==> config.mk <==
export PLATFORM = sky130hd
export DESIGN_NAME = fpue_engine
export DESIGN_NICKNAME = d
export VERILOG_FILES = /design/src/include/fpue_pkg.sv /design/src/rtl/fpue_page_ram.sv /design/src/rtl/fpue_engine.sv
export SDC_FILE = /design/constraint.sdc
export NUM_CORES = 1
export LEC_CHECK = 0
export CAP_MARGIN = 20
export CORE_ASPECT_RATIO = 0.6
export CORE_MARGIN = 8
export CORE_UTILIZATION = 59
export CTS_BUF_LIST = sky130_fd_sc_hd__clkbuf_8
export CTS_CLUSTER_SIZE = 10
export DETAILED_ROUTE_END_ITERATION = 7
export DONT_BUFFER_PORTS = 1
export PLACE_DENSITY_LB_ADDON = 0.12
export SKIP_CTS_REPAIR_TIMING = 1
export SLEW_MARGIN = 30
export SYNTH_ARGS = -nofsm -noshare
export SYNTH_HDL_FRONTEND = slang
export SYNTH_SLANG_ARGS = --single-unit
export TNS_END_PERCENT = 30
==> constraint.sdc <==
create_clock -name clock -period 9 [get_ports clock]
set_input_delay 1.8 -clock clock [delete_from_list [all_inputs] [get_ports clock]]
set_output_delay 1.8 -clock clock [all_outputs]
set_load 0.005 [all_outputs]
==> src/include/fpue_pkg.sv <==
// Purpose: Shared constants and types of the flash page update engine
// Assumes: 10 MHz core clock, 8-bit registers on a 32-bit AXI4-Lite slave
// Notes: Byte offsets are word aligned; each register sits in the low byte
package fpue_pkg;

    // Register byte offsets
    localparam logic [7:0] FPUE_OFS_CMD_STATUS = 8'he4;
    localparam logic [7:0] FPUE_OFS_ADDR_LOW = 8'he8;
    localparam logic [7:0] FPUE_OFS_ADDR_HIGH = 8'hec;
    localparam logic [7:0] FPUE_OFS_WRITE_DATA = 8'hf0;

    // Command codes
    localparam logic [7:0] FPUE_CMD_LOAD = 8'h00;
    localparam logic [7:0] FPUE_CMD_ERASE_PROGRAM = 8'h68;

    // Status bit positions
    localparam int FPUE_BIT_OP_INT = 0;
    localparam int FPUE_BIT_SEC_VIOL = 1;
    localparam int FPUE_BIT_HV_ERR = 2;
    localparam int FPUE_BIT_HV_ABORT = 3;

    // Reset values
    localparam logic [3:0] FPUE_STATUS_RESET = 4'h0;
    localparam logic [7:0] FPUE_ADDR_RESET = 8'h00;
    localparam logic [7:0] FPUE_DATA_RESET = 8'h00;

    // Page geometry
    localparam int FPUE_PAGE_BYTES = 64;
    localparam int FPUE_INDEX_W = 6;
    localparam int FPUE_SECTOR_BYTES = 1024;

    // Cycle timing
    localparam int FPUE_CLOCK_PERIOD_NS = 100;
    localparam int FPUE_PHASE_TIME_MS = 2;
    localparam int FPUE_CYCLE_TIME_MS = 4;
    localparam int FPUE_PHASE_CYCLES =
        (FPUE_PHASE_TIME_MS * 1000000 + FPUE_CLOCK_PERIOD_NS - 1) / FPUE_CLOCK_PERIOD_NS;

    // AXI responses
    localparam logic [1:0] FPUE_RESP_OKAY = 2'h0;
    localparam logic [1:0] FPUE_RESP_SLVERR = 2'h2;

    typedef enum logic [1:0] {
        FPUE_IDLE,
        FPUE_ERASE,
        FPUE_PROGRAM
    } fpue_state_t;

    typedef struct packed {
        logic hvAbort;
        logic hvError;
        logic secViolation;
        logic opInterrupted;
    } fpue_status_t;

    typedef struct packed {
        logic eraseStart;
        logic eraseActive;
        logic programActive;
        logic byteWrite;
        logic [15:0] byteAddr;
        logic [7:0] byteData;
        logic [63:0] eraseMask;
    } fpue_flash_t;

endpackage : fpue_pkg

==> src/rtl/fpue_page_ram.sv <==
// Purpose: Page buffer storage with one write port and a registered read port
// Assumes: Single clock; write and read may hit the same word in one cycle
// Notes: Read data show the old word when both ports hit the same word
`timescale 1ns/1ns
module fpue_page_ram #(
    parameter int WIDTH = 8,
    parameter int DEPTH = 64
) (
    input wire logic clock,
    input wire logic rst,
    input wire logic wrEn,
    input wire logic [$clog2(DEPTH)-1:0] wrAddr,
    input wire logic [WIDTH-1:0] wrData,
    input wire logic [$clog2(DEPTH)-1:0] rdAddr,
    output logic [WIDTH-1:0] rdData
);

    logic [WIDTH-1:0] mem [DEPTH];
    logic [WIDTH-1:0] rdData_q;

    initial begin
        if (WIDTH < 1 || DEPTH < 2) begin
            $error("fpue_page_ram: unsupported geometry");
        end
    end

    always_ff @(posedge clock) begin
        if (wrEn) begin
            mem[wrAddr] <= wrData;
        end
    end

    always_ff @(posedge clock or posedge rst) begin
        if (rst) begin
            rdData_q <= '0;
        end else begin
            rdData_q <= mem[rdAddr];
        end
    end

    assign rdData = rdData_q;

endmodule : fpue_page_ram

==> src/rtl/fpue_engine.sv <==
// Purpose: Byte-selective erase and program sequencer for one code flash page
// Assumes: Core firmware on AXI4-Lite; flash array behind the flash port
// Notes: Stall output holds the core idle for the whole erase-program cycle
//
// Our own choice: the AXI4-Lite register port.
`timescale 1ns/1ns
// Behaviour
// Page buffer of 64 bytes with flags
// Load command clears buffer and flags
// Data write stores byte, sets flag
// Index increments, wraps, keeps page bits
// Firmware loads each location once only
// Page from high and low bits 7:6
// Only flagged bytes erased and programmed
// Erase-program command starts cycle, stalls core
// Status readable after the cycle ends
// Interrupt aborts cycle, sets bit 0
// Firmware checks abort flag and retries
// Cycle lasts 2 ms erase, 2 ms program
// Reads give status, writes clear status
// Brownout blocks starting or continuing cycles
// Firmware keeps loaded bytes in one page
// Pages of 64 bytes in 1 kB sectors
// Unsecured bytes stay readable as data
// Secured page target sets bit 1
// Abort sets bit 3, fault sets bit 2
// Buffer and address writes ignored while busy
module fpue_engine
    import fpue_pkg::*;
#(
    parameter int ADDR_W = 8,
    parameter int PHASE_CYC = FPUE_PHASE_CYCLES
) (
    input wire logic clock,
    input wire logic rst,
    // AXI4-Lite slave
    input wire logic [ADDR_W-1:0] awaddr,
    input wire logic [2:0] awprot,
    input wire logic awvalid,
    output logic awready,
    input wire logic [31:0] wdata,
    input wire logic [3:0] wstrb,
    input wire logic wvalid,
    output logic wready,
    output logic [1:0] bresp,
    output logic bvalid,
    input wire logic bready,
    input wire logic [ADDR_W-1:0] araddr,
    input wire logic [2:0] arprot,
    input wire logic arvalid,
    output logic arready,
    output logic [31:0] rdata,
    output logic [1:0] rresp,
    output logic rvalid,
    input wire logic rready,
    // Core side
    input wire logic irqPending,
    output logic cpuStall,
    // Flash side
    input wire logic flashBrownoutDetect,
    input wire logic pageSecured,
    input wire logic hvGeneratorFault,
    output fpue_flash_t flashPort
);

    localparam int CNT_W = $clog2(PHASE_CYC + 1);
    localparam logic [CNT_W-1:0] PHASE_LAST = CNT_W'(PHASE_CYC - 1);
    localparam logic [FPUE_INDEX_W:0] SWEEP_END = (FPUE_INDEX_W + 1)'(FPUE_PAGE_BYTES);

    initial begin
        if (ADDR_W < 8) begin
            $error("fpue_engine: ADDR_W must reach the register offsets");
        end
        if (PHASE_CYC < FPUE_PAGE_BYTES + 2) begin
            $error("fpue_engine: PHASE_CYC too short for a page sweep");
        end
        if (FPUE_SECTOR_BYTES % FPUE_PAGE_BYTES != 0) begin
            $error("fpue_engine: sectors must hold whole pages");
        end
    end

    fpue_state_t state_q;
    fpue_status_t status_q;
    logic [7:0] addrLow_q;
    logic [7:0] addrHigh_q;
    logic [FPUE_PAGE_BYTES-1:0] updateFlag_q;
    logic [CNT_W-1:0] phaseCnt_q;
    logic [FPUE_INDEX_W:0] sweepIdx_q;
    logic sweepValid_q;
    logic [FPUE_INDEX_W-1:0] sweepByte_q;
    logic bodSync1_q;
    logic bodSync2_q;
    logic [ADDR_W-1:0] awAddr_q;
    logic awHeld_q;
    logic [31:0] wData_q;
    logic [3:0] wStrb_q;
    logic wHeld_q;
    logic bvalid_q;
    logic [1:0] bresp_q;
    logic rvalid_q;
    logic [1:0] rresp_q;
    logic [31:0] rdata_q;
    fpue_flash_t flash_q;
    logic [7:0] ramRdData;

    logic wrFire;
    logic wrLow;
    logic busy;
    logic wrCmd;
    logic wrAddrLow;
    logic wrAddrHigh;
    logic wrData;
    logic wrMapped;
    logic [7:0] wrByte;
    logic startCycle;
    logic refuseBrownout;
    logic refuseSecure;
    logic abortIrq;
    logic abortBrownout;
    logic abortFault;
    logic abortAny;
    logic phaseDone;

    // Brownout arrives from the analog detector, so synchronise it
    always_ff @(posedge clock or posedge rst) begin
        if (rst) begin
            bodSync1_q <= 1'b0;
            bodSync2_q <= 1'b0;
        end else begin
            bodSync1_q <= flashBrownoutDetect;
            bodSync2_q <= bodSync1_q;
        end
    end

    // Write address and data are taken in either order and held
    assign awready = ~awHeld_q;
    assign wready = ~wHeld_q;
    assign wrFire = awHeld_q & wHeld_q & ~bvalid_q;

    always_ff @(posedge clock or posedge rst) begin
        if (rst) begin
            awHeld_q <= 1'b0;
            awAddr_q <= '0;
        end else if (awvalid && !awHeld_q) begin
            awHeld_q <= 1'b1;
            awAddr_q <= awaddr;
        end else if (wrFire) begin
            awHeld_q <= 1'b0;
        end
    end

    always_ff @(posedge clock or posedge rst) begin
        if (rst) begin
            wHeld_q <= 1'b0;
            wData_q <= '0;
            wStrb_q <= '0;
        end else if (wvalid && !wHeld_q) begin
            wHeld_q <= 1'b1;
            wData_q <= wdata;
            wStrb_q <= wstrb;
        end else if (wrFire) begin
            wHeld_q <= 1'b0;
        end
    end

    function automatic logic hitReg(input logic [ADDR_W-1:0] addr, input logic [7:0] ofs);
        hitReg = (addr == ADDR_W'(ofs));
    endfunction : hitReg

    assign busy = (state_q != FPUE_IDLE);
    assign wrLow = wrFire & wStrb_q[0];
    assign wrByte = wData_q[7:0];
    assign wrMapped = hitReg(awAddr_q, FPUE_OFS_CMD_STATUS) | hitReg(awAddr_q, FPUE_OFS_ADDR_LOW)
        | hitReg(awAddr_q, FPUE_OFS_ADDR_HIGH) | hitReg(awAddr_q, FPUE_OFS_WRITE_DATA);
    // Writes during a cycle are dropped so the flagged data stays put
    assign wrCmd = wrLow & ~busy & hitReg(awAddr_q, FPUE_OFS_CMD_STATUS);
    assign wrAddrLow = wrLow & ~busy & hitReg(awAddr_q, FPUE_OFS_ADDR_LOW);
    assign wrAddrHigh = wrLow & ~busy & hitReg(awAddr_q, FPUE_OFS_ADDR_HIGH);
    assign wrData = wrLow & ~busy & hitReg(awAddr_q, FPUE_OFS_WRITE_DATA);

    always_ff @(posedge clock or posedge rst) begin
        if (rst) begin
            bvalid_q <= 1'b0;
            bresp_q <= FPUE_RESP_OKAY;
        end else if (wrFire) begin
            bvalid_q <= 1'b1;
            bresp_q <= wrMapped ? FPUE_RESP_OKAY : FPUE_RESP_SLVERR;
        end else if (bready) begin
            bvalid_q <= 1'b0;
        end
    end

    assign bvalid = bvalid_q;
    assign bresp = bresp_q;

    // Read channel, answer one cycle after the address is taken
    assign arready = ~rvalid_q;

    always_ff @(posedge clock or posedge rst) begin
        if (rst) begin
            rvalid_q <= 1'b0;
            rresp_q <= FPUE_RESP_OKAY;
            rdata_q <= '0;
        end else if (arvalid && !rvalid_q) begin
            rvalid_q <= 1'b1;
            rresp_q <= FPUE_RESP_OKAY;
            rdata_q <= '0;
            if (hitReg(araddr, FPUE_OFS_CMD_STATUS)) begin
                rdata_q <= {28'h0, status_q};
            end else if (hitReg(araddr, FPUE_OFS_ADDR_LOW)) begin
                rdata_q <= {24'h0, addrLow_q};
            end else if (hitReg(araddr, FPUE_OFS_ADDR_HIGH)) begin
                rdata_q <= {24'h0, addrHigh_q};
            end else if (!hitReg(araddr, FPUE_OFS_WRITE_DATA)) begin
                rresp_q <= FPUE_RESP_SLVERR;
            end
        end else if (rready) begin
            rvalid_q <= 1'b0;
        end
    end

    assign rvalid = rvalid_q;
    assign rresp = rresp_q;
    assign rdata = rdata_q;

    // Address registers and auto-increment of the buffer index
    always_ff @(posedge clock or posedge rst) begin
        if (rst) begin
            addrLow_q <= FPUE_ADDR_RESET;
            addrHigh_q <= FPUE_ADDR_RESET;
        end else begin
            if (wrAddrLow) begin
                addrLow_q <= wrByte;
            end else if (wrData) begin
                addrLow_q <= {addrLow_q[7:6], addrLow_q[5:0] + 6'h01};
            end
            if (wrAddrHigh) begin
                addrHigh_q <= wrByte;
            end
        end
    end

    // Update flags; the buffer reads as cleared through them
    always_ff @(posedge clock or posedge rst) begin
        if (rst) begin
            updateFlag_q <= '0;
        end else if (wrCmd && wrByte == FPUE_CMD_LOAD) begin
            updateFlag_q <= '0;
        end else if (wrData) begin
            updateFlag_q[addrLow_q[5:0]] <= 1'b1;
        end
    end

    fpue_page_ram #(
        .WIDTH(8),
        .DEPTH(FPUE_PAGE_BYTES)
    ) i_fpue_page_ram (
        .clock(clock),
        .rst(rst),
        .wrEn(wrData),
        .wrAddr(addrLow_q[5:0]),
        .wrData(wrByte),
        .rdAddr(sweepIdx_q[FPUE_INDEX_W-1:0]),
        .rdData(ramRdData)
    );

    // Start checks; a secured or starved page never begins a cycle
    assign startCycle = wrCmd & (wrByte == FPUE_CMD_ERASE_PROGRAM);
    assign refuseSecure = startCycle & pageSecured;
    assign refuseBrownout = startCycle & ~pageSecured & bodSync2_q;
    assign abortIrq = busy & irqPending;
    assign abortBrownout = busy & bodSync2_q;
    assign abortFault = busy & hvGeneratorFault;
    assign abortAny = abortIrq | abortBrownout | abortFault;
    assign phaseDone = (phaseCnt_q == PHASE_LAST);

    always_ff @(posedge clock or posedge rst) begin
        if (rst) begin
            state_q <= FPUE_IDLE;
        end else begin
            case (state_q)
                FPUE_IDLE: begin
                    if (startCycle && !pageSecured && !bodSync2_q) begin
                        state_q <= FPUE_ERASE;
                    end
                end
                FPUE_ERASE: begin
                    if (abortAny) begin
                        state_q <= FPUE_IDLE;
                    end else if (phaseDone) begin
                        state_q <= FPUE_PROGRAM;
                    end
                end
                FPUE_PROGRAM: begin
                    if (abortAny || phaseDone) begin
                        state_q <= FPUE_IDLE;
                    end
                end
                default: begin
                    state_q <= FPUE_IDLE;
                end
            endcase
        end
    end

    // One counter times both phases, so the cycle length ignores byte count
    always_ff @(posedge clock or posedge rst) begin
        if (rst) begin
            phaseCnt_q <= '0;
        end else if (!busy || abortAny || phaseDone) begin
            phaseCnt_q <= '0;
        end else begin
            phaseCnt_q <= phaseCnt_q + CNT_W'(1);
        end
    end

    // Status: cleared by any command, set by events; a set wins
    always_ff @(posedge clock or posedge rst) begin
        if (rst) begin
            status_q <= FPUE_STATUS_RESET;
        end else begin
            if (wrCmd) begin
                status_q <= FPUE_STATUS_RESET;
            end
            if (refuseSecure) begin
                status_q.secViolation <= 1'b1;
            end
            if (refuseBrownout) begin
                status_q.hvAbort <= 1'b1;
            end
            if (abortIrq) begin
                status_q.opInterrupted <= 1'b1;
            end
            if (abortIrq || abortBrownout) begin
                status_q.hvAbort <= 1'b1;
            end
            if (abortFault) begin
                status_q.hvError <= 1'b1;
            end
        end
    end

    // Program sweep walks the buffer once, one cycle of read latency
    always_ff @(posedge clock or posedge rst) begin
        if (rst) begin
            sweepIdx_q <= '0;
            sweepValid_q <= 1'b0;
            sweepByte_q <= '0;
        end else if (state_q != FPUE_PROGRAM || abortAny) begin
            sweepIdx_q <= '0;
            sweepValid_q <= 1'b0;
            sweepByte_q <= '0;
        end else begin
            sweepValid_q <= (sweepIdx_q != SWEEP_END);
            sweepByte_q <= sweepIdx_q[FPUE_INDEX_W-1:0];
            if (sweepIdx_q != SWEEP_END) begin
                sweepIdx_q <= sweepIdx_q + (FPUE_INDEX_W + 1)'(1);
            end
        end
    end

    // Flash port from flops; only flagged bytes see erase or write
    always_ff @(posedge clock or posedge rst) begin
        if (rst) begin
            flash_q <= '0;
        end else begin
            flash_q.eraseStart <= (state_q == FPUE_IDLE) && startCycle && !pageSecured
                && !bodSync2_q;
            flash_q.eraseActive <= (state_q == FPUE_ERASE) && !abortAny && !phaseDone;
            flash_q.programActive <= (state_q == FPUE_PROGRAM) && !abortAny && !phaseDone;
            flash_q.eraseMask <= updateFlag_q;
            flash_q.byteWrite <= (state_q == FPUE_PROGRAM) && !abortAny && sweepValid_q
                && updateFlag_q[sweepByte_q];
            flash_q.byteAddr <= {addrHigh_q, addrLow_q[7:6], sweepByte_q};
            flash_q.byteData <= ramRdData;
        end
    end

    assign flashPort = flash_q;
    // Core stays in program-idle for as long as a cycle runs
    assign cpuStall = busy;

endmodule : fpue_engine

==> impl_metrics.json, run 1 <==
{
  "status": "completed",
  "clk_pin_slew_ns": 0.07,
  "antenna_found_initial": 1,
  "areaGrowthSynthToFinish_pct": 9.187,
  "finalWirelength_microns": 66530,
  "via_per_inst": 6.275,
  "clockBufferDepth": 3,
  "maxCapViolCount": 0,
  "avgRoutedWirePerCell_microns": 28.47,
  "core_sq_mm": 0.04903,
  "fp.dieH_microns": 187.8,
  "maxSlewHeadroom_pct": 30.28,
  "synth_area_leaders": "edfxtp_1 53%, dfrtp_1 21%, mux4_2 11%",
  "cts-buffers-inserted": 104,
  "h-tree-depth": 3,
  "min_period_over_period_pct": 43.11,
  "p_total_mw": 7.459,
  "cp.arrival_ns": 4.41,
  "comb_power_share_pct": 8.0,
  "hold_violations": 0,
  "cts_sinks": 760,
  "grt_max_degree": 111,
  "synth_area_sq_mm": 0.02904,
  "die_x_microns": 302.4,
  "grt-ovfl-total": 0,
  "die_area_sq_mm": 0.05680,
  "syn_area_per_cell_sq_um": 18.85,
  "swShare_pct": 25.32,
  "fin_area_sq_mm": 0.03170,
  "synth_top_area_share_pct": 52.95,
  "crit_type": "reg -> reg",
  "cts_tree": "built",
  "synth_edf_count": 512,
  "grt_pass1_wl_microns": 98190,
  "clock_skew_ns": 0.02197,
  "fin_ws_ns": 5.120,
  "synthArstFlopShare_pct": 32.63,
  "cts-root-buf": "clkbuf_8",
  "drive_gt1_share_pct": 23.06,
  "endpoint_kind": "flip-flop",
  "dpl_cell_area_sq_mm": 0.02960,
  "rows": 63,
  "grt_use_total_pct": 23.54,
  "startpoint_type": "flip-flop",
  "io_buffers": 0,
  "synth_area_leader_cell": "edfxtp_1",
  "ant_nets": 0,
  "ios": 203,
  "worst_slew_pin_slew_ns": 1.042,
  "pre_cts_ws_ns": 5.025,
  "hold_class": "reg -> reg",
  "synth_seq_cells": 760,
  "initial_core_util_pct": 59.22,
  "syn_inst": 1540,
  "drc_errors": 0,
  "synthFlopType": "edfxtp_1",
  "setup_tns_ns": 0,
  "grt_pass1_vias": 14770,
  "yosysUniqueCellTypes": 70,
  "setup-violations-final": 0,
  "utilization_pct": 64.66,
  "p_per_area_mw_per_mm2": 235.3,
  "gp_congestion": 0.7991,
  "power_switching_mw": 1.888,
  "nets": 1669,
  "diodes": 0,
  "p_int_mw": 5.571,
  "power_frac_seq_pct": 57.6,
  "critPathMaxFanout": 35,
  "dp_hpwl_microns": 41480,
  "vdd_drop_max_uv": 398.1,
  "leakagePower_nw": 11.31,
  "drt-pass1-iter-count": 5,
  "drt_iter0_drc": 1673,
  "cp.required_ns": 9.53,
  "power_frac_clock_pct": 34.4,
  "drv_slew": 0,
  "fmax_ghz": 0.2577,
  "vias": 14670,
  "clock_latency_ns": 0.68,
  "rsz0062_at_grt": "false",
  "yosysSeqAreaShare_pct": 74.32,
  "period_needed_ns": 3.880,
  "ys_warn_count": 0
}
-- synth_stat cells (all sizes together) (3+ instances only) --
master,instances
a221o,5
nand2,31
nand4b,6
nand3b,13
dfrtp,248
xor2,11
ha,4
clkbuf,19
mux2,28
nor3,12
edfxtp,512
o32a,3
o22ai,7
buf,81
nor4,9
or2,3
a31o,3
inv,17
nor2b,14
mux4,144
nor2,109
nand3,12
a311oi,3
or3b,3
and2,8
a221oi,6
mux2i,22
o31ai,5
or4,3
o21a,66
o21ai,18
a211oi,3
a22oi,27
a22o,9
o221a,4
nand2b,7
or3,4
a21oi,11
and3,5
xnor2,11
nand4,11
-- worst paths after layout --
path | slack, ns | to | cells past startpoint | start
setup / recovery | 5.12 | i_fpue_page_ram.rdData[1] | 6 | sweepIdx_q[0]
hold / removal | 0.34 | flashPort[67] | 0 | i_fpue_page_ram.rdData[3]
setup reg to reg | 5.12 | i_fpue_page_ram.rdData[1] | 6 | sweepIdx_q[0]
hold reg to reg | 0.34 | flashPort[67] | 0 | i_fpue_page_ram.rdData[3]
max in group asynchronous | 6.70 | wData_q[1] | 2 | rst
min in group asynchronous | 1.13 | bodSync2_q | 1 | rst
-- power by group through the flow --
stage	clock, mW	combinational, mW	sequential, mW
global route	2.75	0.647	4.31
global placement	0	0.567	4.36
CTS	2.60	0.600	4.29
finish	2.56	0.598	4.30
floorplan	0	0.180	4.47
detailed placement	0	0.601	4.37
-- final cells by class --
type | instances | area [sq um]
clock inverter | 79 | 419.2
tap | 650 | 813.3
fill | 3395 | 17330
inverter | 17 | 71.32
timing repair buffer | 25 | 195.2
clock buffer | 118 | 1624
sequential | 760 | 21600
multi-input combinational | 688 | 6979
-- cells in the final DEF (no fill, tap or decap), types with 11 or more instances in the layout --
master,count
a21oi_1,11
a22oi_1,27
buf_4,23
clkbuf_8,118
conb_1,26
dfrtp_1,237
edfxtp_1,512
inv_1,72
mux2_2,28
mux2i_1,22
mux4_2,138
nand2_1,31
nand3_1,11
nand3b_1,13
nor2_1,82
nor2_2,27
nor2b_1,13
nor3_1,12
o21a_1,66
o21ai_0,18
xnor2_1,11
xor2_1,11
-- critical path, cell delays in order (launching register included) --
cell	delay (ns)
dfrtp_4	0.88
buf_4	0.55
buf_4	0.67
mux4_1	0.64
a22oi_1	0.32
a21oi_1	0.11
or4_1	0.55
-- registers in the layout, indices dropped and copies added, names as in the netlist, 2 cells and up --
signal	cells
i_fpue_page_ram.mem	512
flashPort	92
updateFlag_q	64
phaseCnt_q	15
addrHigh_q	8
addrLow_q	8
awAddr_q	8
i_fpue_page_ram.rdData	8
rdata	8
wData_q	8
sweepIdx_q	7
sweepByte_q	6
status_q	4
state_q	2
-- per-layer routing --
| metal | global-route usage [%] | part of all wire (%) | wire length, microns |
|---|---|---|---|
| met5 | 0 | 0 | 0 |
| met4 | 5.954 | 2.3 | 1521 |
| met3 | 7.761 | 10 | 6679 |
| met2 | 33.75 | 45 | 29640 |
| met1 | 35.01 | 43 | 28690 |
-- stage by stage --
| step | hold slack, ns | instances |
|---|---|---|
| 2_1_floorplan | 0.3312 | 1565 |
| 3_3_place_gp | 0.3322 | 2140 |
| 3_5_place_dp | 0.3364 | 2140 |
| 4_1_cts | 0.3381 | 2337 |
| 5_1_grt | 0.3502 | 2337 |
| 6_report | 0.3411 | 2337 |
-- cells by family (layout without fill, tap and decap cells) --
logic type	Yosys count	in the layout	synth area share, %
muxes	194	194	13.09
other	1	26	0.01291
and+or+nand+nor	259	259	4.714
DFF	760	760	74.32
xor gates and xnor gates	22	22	0.6636
AOI/OAI and AO/OA	183	183	4.731
buffers and inverters	117	239	2.292
adders and majority gates	4	4	0.1724
(Power assumes the default switching activity.)
==> run 2: changes to the inputs <==
--- a/config.mk
+++ b/config.mk
@@ -8,7 +8,7 @@
 export CAP_MARGIN = 20
 export CORE_ASPECT_RATIO = 0.6
 export CORE_MARGIN = 8
-export CORE_UTILIZATION = 59
+export CORE_UTILIZATION = 60
 export CTS_BUF_LIST = sky130_fd_sc_hd__clkbuf_8
 export CTS_CLUSTER_SIZE = 10
 export DETAILED_ROUTE_END_ITERATION = 7
==> constraint.sdc (replaced) <==
create_clock -name clock -period 3.6 [get_ports clock]
set_input_delay 0.72 -clock clock [delete_from_list [all_inputs] [get_ports clock]]
set_output_delay 0.72 -clock clock [all_outputs]
set_load 0.005 [all_outputs]
==> run 2 against run 1 <==
  * Critical path depth fell by 1
  * First-iteration DRC count decreased by 8.1%
  * Wire length rose by 0.80%
  * Sequential share of layout area shrank 1.5 points
  * Sequential power grew 150%
  * Via count is 2.8% higher
  * Final cell count rose by 3.6%
  * Setup slack lost 4.6 ns
  * Largest cell class unchanged
  * Largest power group unchanged
  * Highest routed layer is now met5
==> impl_metrics.json, run 2 (synthesis gave the netlist of run 1 again) <==
{
  "hold_violations": 0,
  "clockBufferDepth": 3,
  "largest_register_ffs": 512,
  "vdd_drop_max_uv": 681.5,
  "die_x_microns": 300,
  "cts-root-buf": "clkbuf_8",
  "crit_type": "reg -> reg",
  "p_total_mw": 18.60,
  "crit_family": "flip-flops",
  "clock_latency_ns": 0.68,
  "power_frac_clock_pct": 34.2,
  "top_register": "i_fpue_page_ram.mem",
  "die_area_sq_mm": 0.05592,
  "p_per_area_mw_per_mm2": 573.9,
  "cp.required_ns": 4.14,
  "hold_class": "in -> async",
  "endpoint_kind": "flip-flop",
  "seqCellArea_sq_mm": 0.02160,
  "power_frac_seq_pct": 57.4,
  "fillers": 3159,
  "drt_iter0_drc": 1538,
  "worst_slew_pin_slew_ns": 1.063,
  "swShare_pct": 24.87,
  "max_stage_delay_ns": 0.92,
  "cp_slowest_cell": "dfrtp_4",
  "leakagePower_nw": 11.85,
  "h-tree-depth": 3,
  "rsz0062_at_grt": "false",
  "grt_pass1_vias": 15160,
  "multi_input_area_sq_mm": 0.006884,
  "avgRoutedWirePerCell_microns": 27.69,
  "nets": 1766,
  "fin_area_sq_mm": 0.03241,
  "critPathMaxFanout": 32,
  "diodes": 0,
  "fmax_ghz": 0.3226,
  "cts_sinks": 760,
  "drv_slew": 0,
  "grt-ovfl-total": 0,
  "period_needed_ns": 3.099,
  "comb_power_share_pct": 8.4,
  "drc_errors": 0,
  "drt-pass1-iter-count": 5,
  "areaGrowthSynthToFinish_pct": 11.63,
  "vias": 15070,
  "cts-buffers-inserted": 103,
  "drive_gt1_share_pct": 25.87,
  "gp_congestion": 0.8427,
  "fp.dieH_microns": 186.4,
  "status": "completed",
  "grt_max_degree": 88,
  "maxSlewHeadroom_pct": 29.10,
  "grt_use_total_pct": 24.03,
  "antenna_found_initial": 2,
  "core_sq_mm": 0.04779,
  "finalWirelength_microns": 67060,
  "maxCapViolCount": 0,
  "initial_core_util_pct": 60.76,
  "io_buffers": 0,
  "ios": 203,
  "min_period_over_period_pct": 86.09,
  "final_common_cell": "edfxtp_1",
  "crit_path_cell_trace": "buf_12, mux4_2, a22oi_1, a21oi_1, or4_1",
  "setup_tns_ns": 0,
  "startpoint_type": "flip-flop",
  "rows": 62,
  "dpl_cell_area_sq_mm": 0.03036,
  "power_switching_mw": 4.627,
  "p_int_mw": 13.97,
  "mostFrequentLayoutCells": "512 x edfxtp_1, 238 x dfrtp_1, 138 x mux4_2",
  "ant_nets": 0,
  "dp_hpwl_microns": 43100,
  "grt_pass1_wl_microns": 100200,
  "cp_num_buf_inv": 1,
  "clock_skew_ns": 0.02779,
  "setup-violations-final": 0,
  "cp.arrival_ns": 3.64,
  "via_per_inst": 6.223,
  "clk_pin_slew_ns": 0.06,
  "cts_tree": "built"
}
==> run 2: changes by cell type in the layout (fill, tap and decap cells not counted), sizes merged <==
cell / before / now
buf: 25 / 123
bufinv: 3 / 1
clkinvlp: 4 / 3
inv: 74 / 66
clkinv: 15 / 14
clkbuf: 118 / 127
==> run 2: path summary, 6_finish.rpt <==
path                                                 from                         to  slack (ns)  cells after the start
worst min-delay path                                  rst              flashPort[38]        0.04                      1
max in group asynchronous                             rst              flashPort[10]        2.57                      3
worst max register to register              sweepIdx_q[0]  i_fpue_page_ram.rdData[4]        0.50                      5
worst min register to register  i_fpue_page_ram.rdData[6]              flashPort[70]        0.35                      0
min in group clock                    flashBrownoutDetect                 bodSync1_q        0.07                      0
worst max-delay path                        sweepIdx_q[0]  i_fpue_page_ram.rdData[4]        0.50                      5
==> run 2: layout make-up <==
class | count | area share (%)
multi-input cells | 688 | 21.24
clock buffers | 127 | 5.393
clock inverters | 67 | 0.9380
well taps | 640 | 2.470
flip-flops and latches | 760 | 66.63
repair buffers | 123 | 3.119
inverters | 17 | 0.2084
==> run 2: per-stage QoR <==
stage / utilization, % / instances / setup WS [ns] / hold WS (ns)
6_report: 67.83 / 2422 / 0.5006 / 0.03662
3_3_place_gp: 63.54 / 2228 / 0.5669 / 0.3331
3_5_place_dp: 63.54 / 2228 / 0.5780 / 0.3373
5_1_grt: 67.83 / 2422 / 0.3471 / 0.03697
2_1_floorplan: - / 1565 / -0.3797 / 0.3312
4_1_cts: 67.83 / 2422 / 0.5685 / 0.01402
==> run 2: metal layers <==
metal | track usage [%] | vias up | routed length (microns)
met3 | 7.917 | 89 | 7112
met5 | 0.08811 | - | 7
met1 | 35.50 | 7987 | 28540
met4 | 5.818 | 2 | 1219
li1 | - | 6341 | -
met2 | 34.81 | 654 | 30180
==> run 2: power by group through the flow <==
| stage | sequential (mW) | clock [mW] | combinational, mW |
|---|---|---|---|
| 2_1_floorplan | 11.2 | 0 | 0.450 |
| 3_3_place_gp | 10.8 | 0 | 1.47 |
| 3_5_place_dp | 10.9 | 0 | 1.56 |
| 4_1_cts | 10.7 | 6.48 | 1.56 |
| 5_1_grt | 10.7 | 6.88 | 1.69 |
| 6_report | 10.7 | 6.36 | 1.57 |
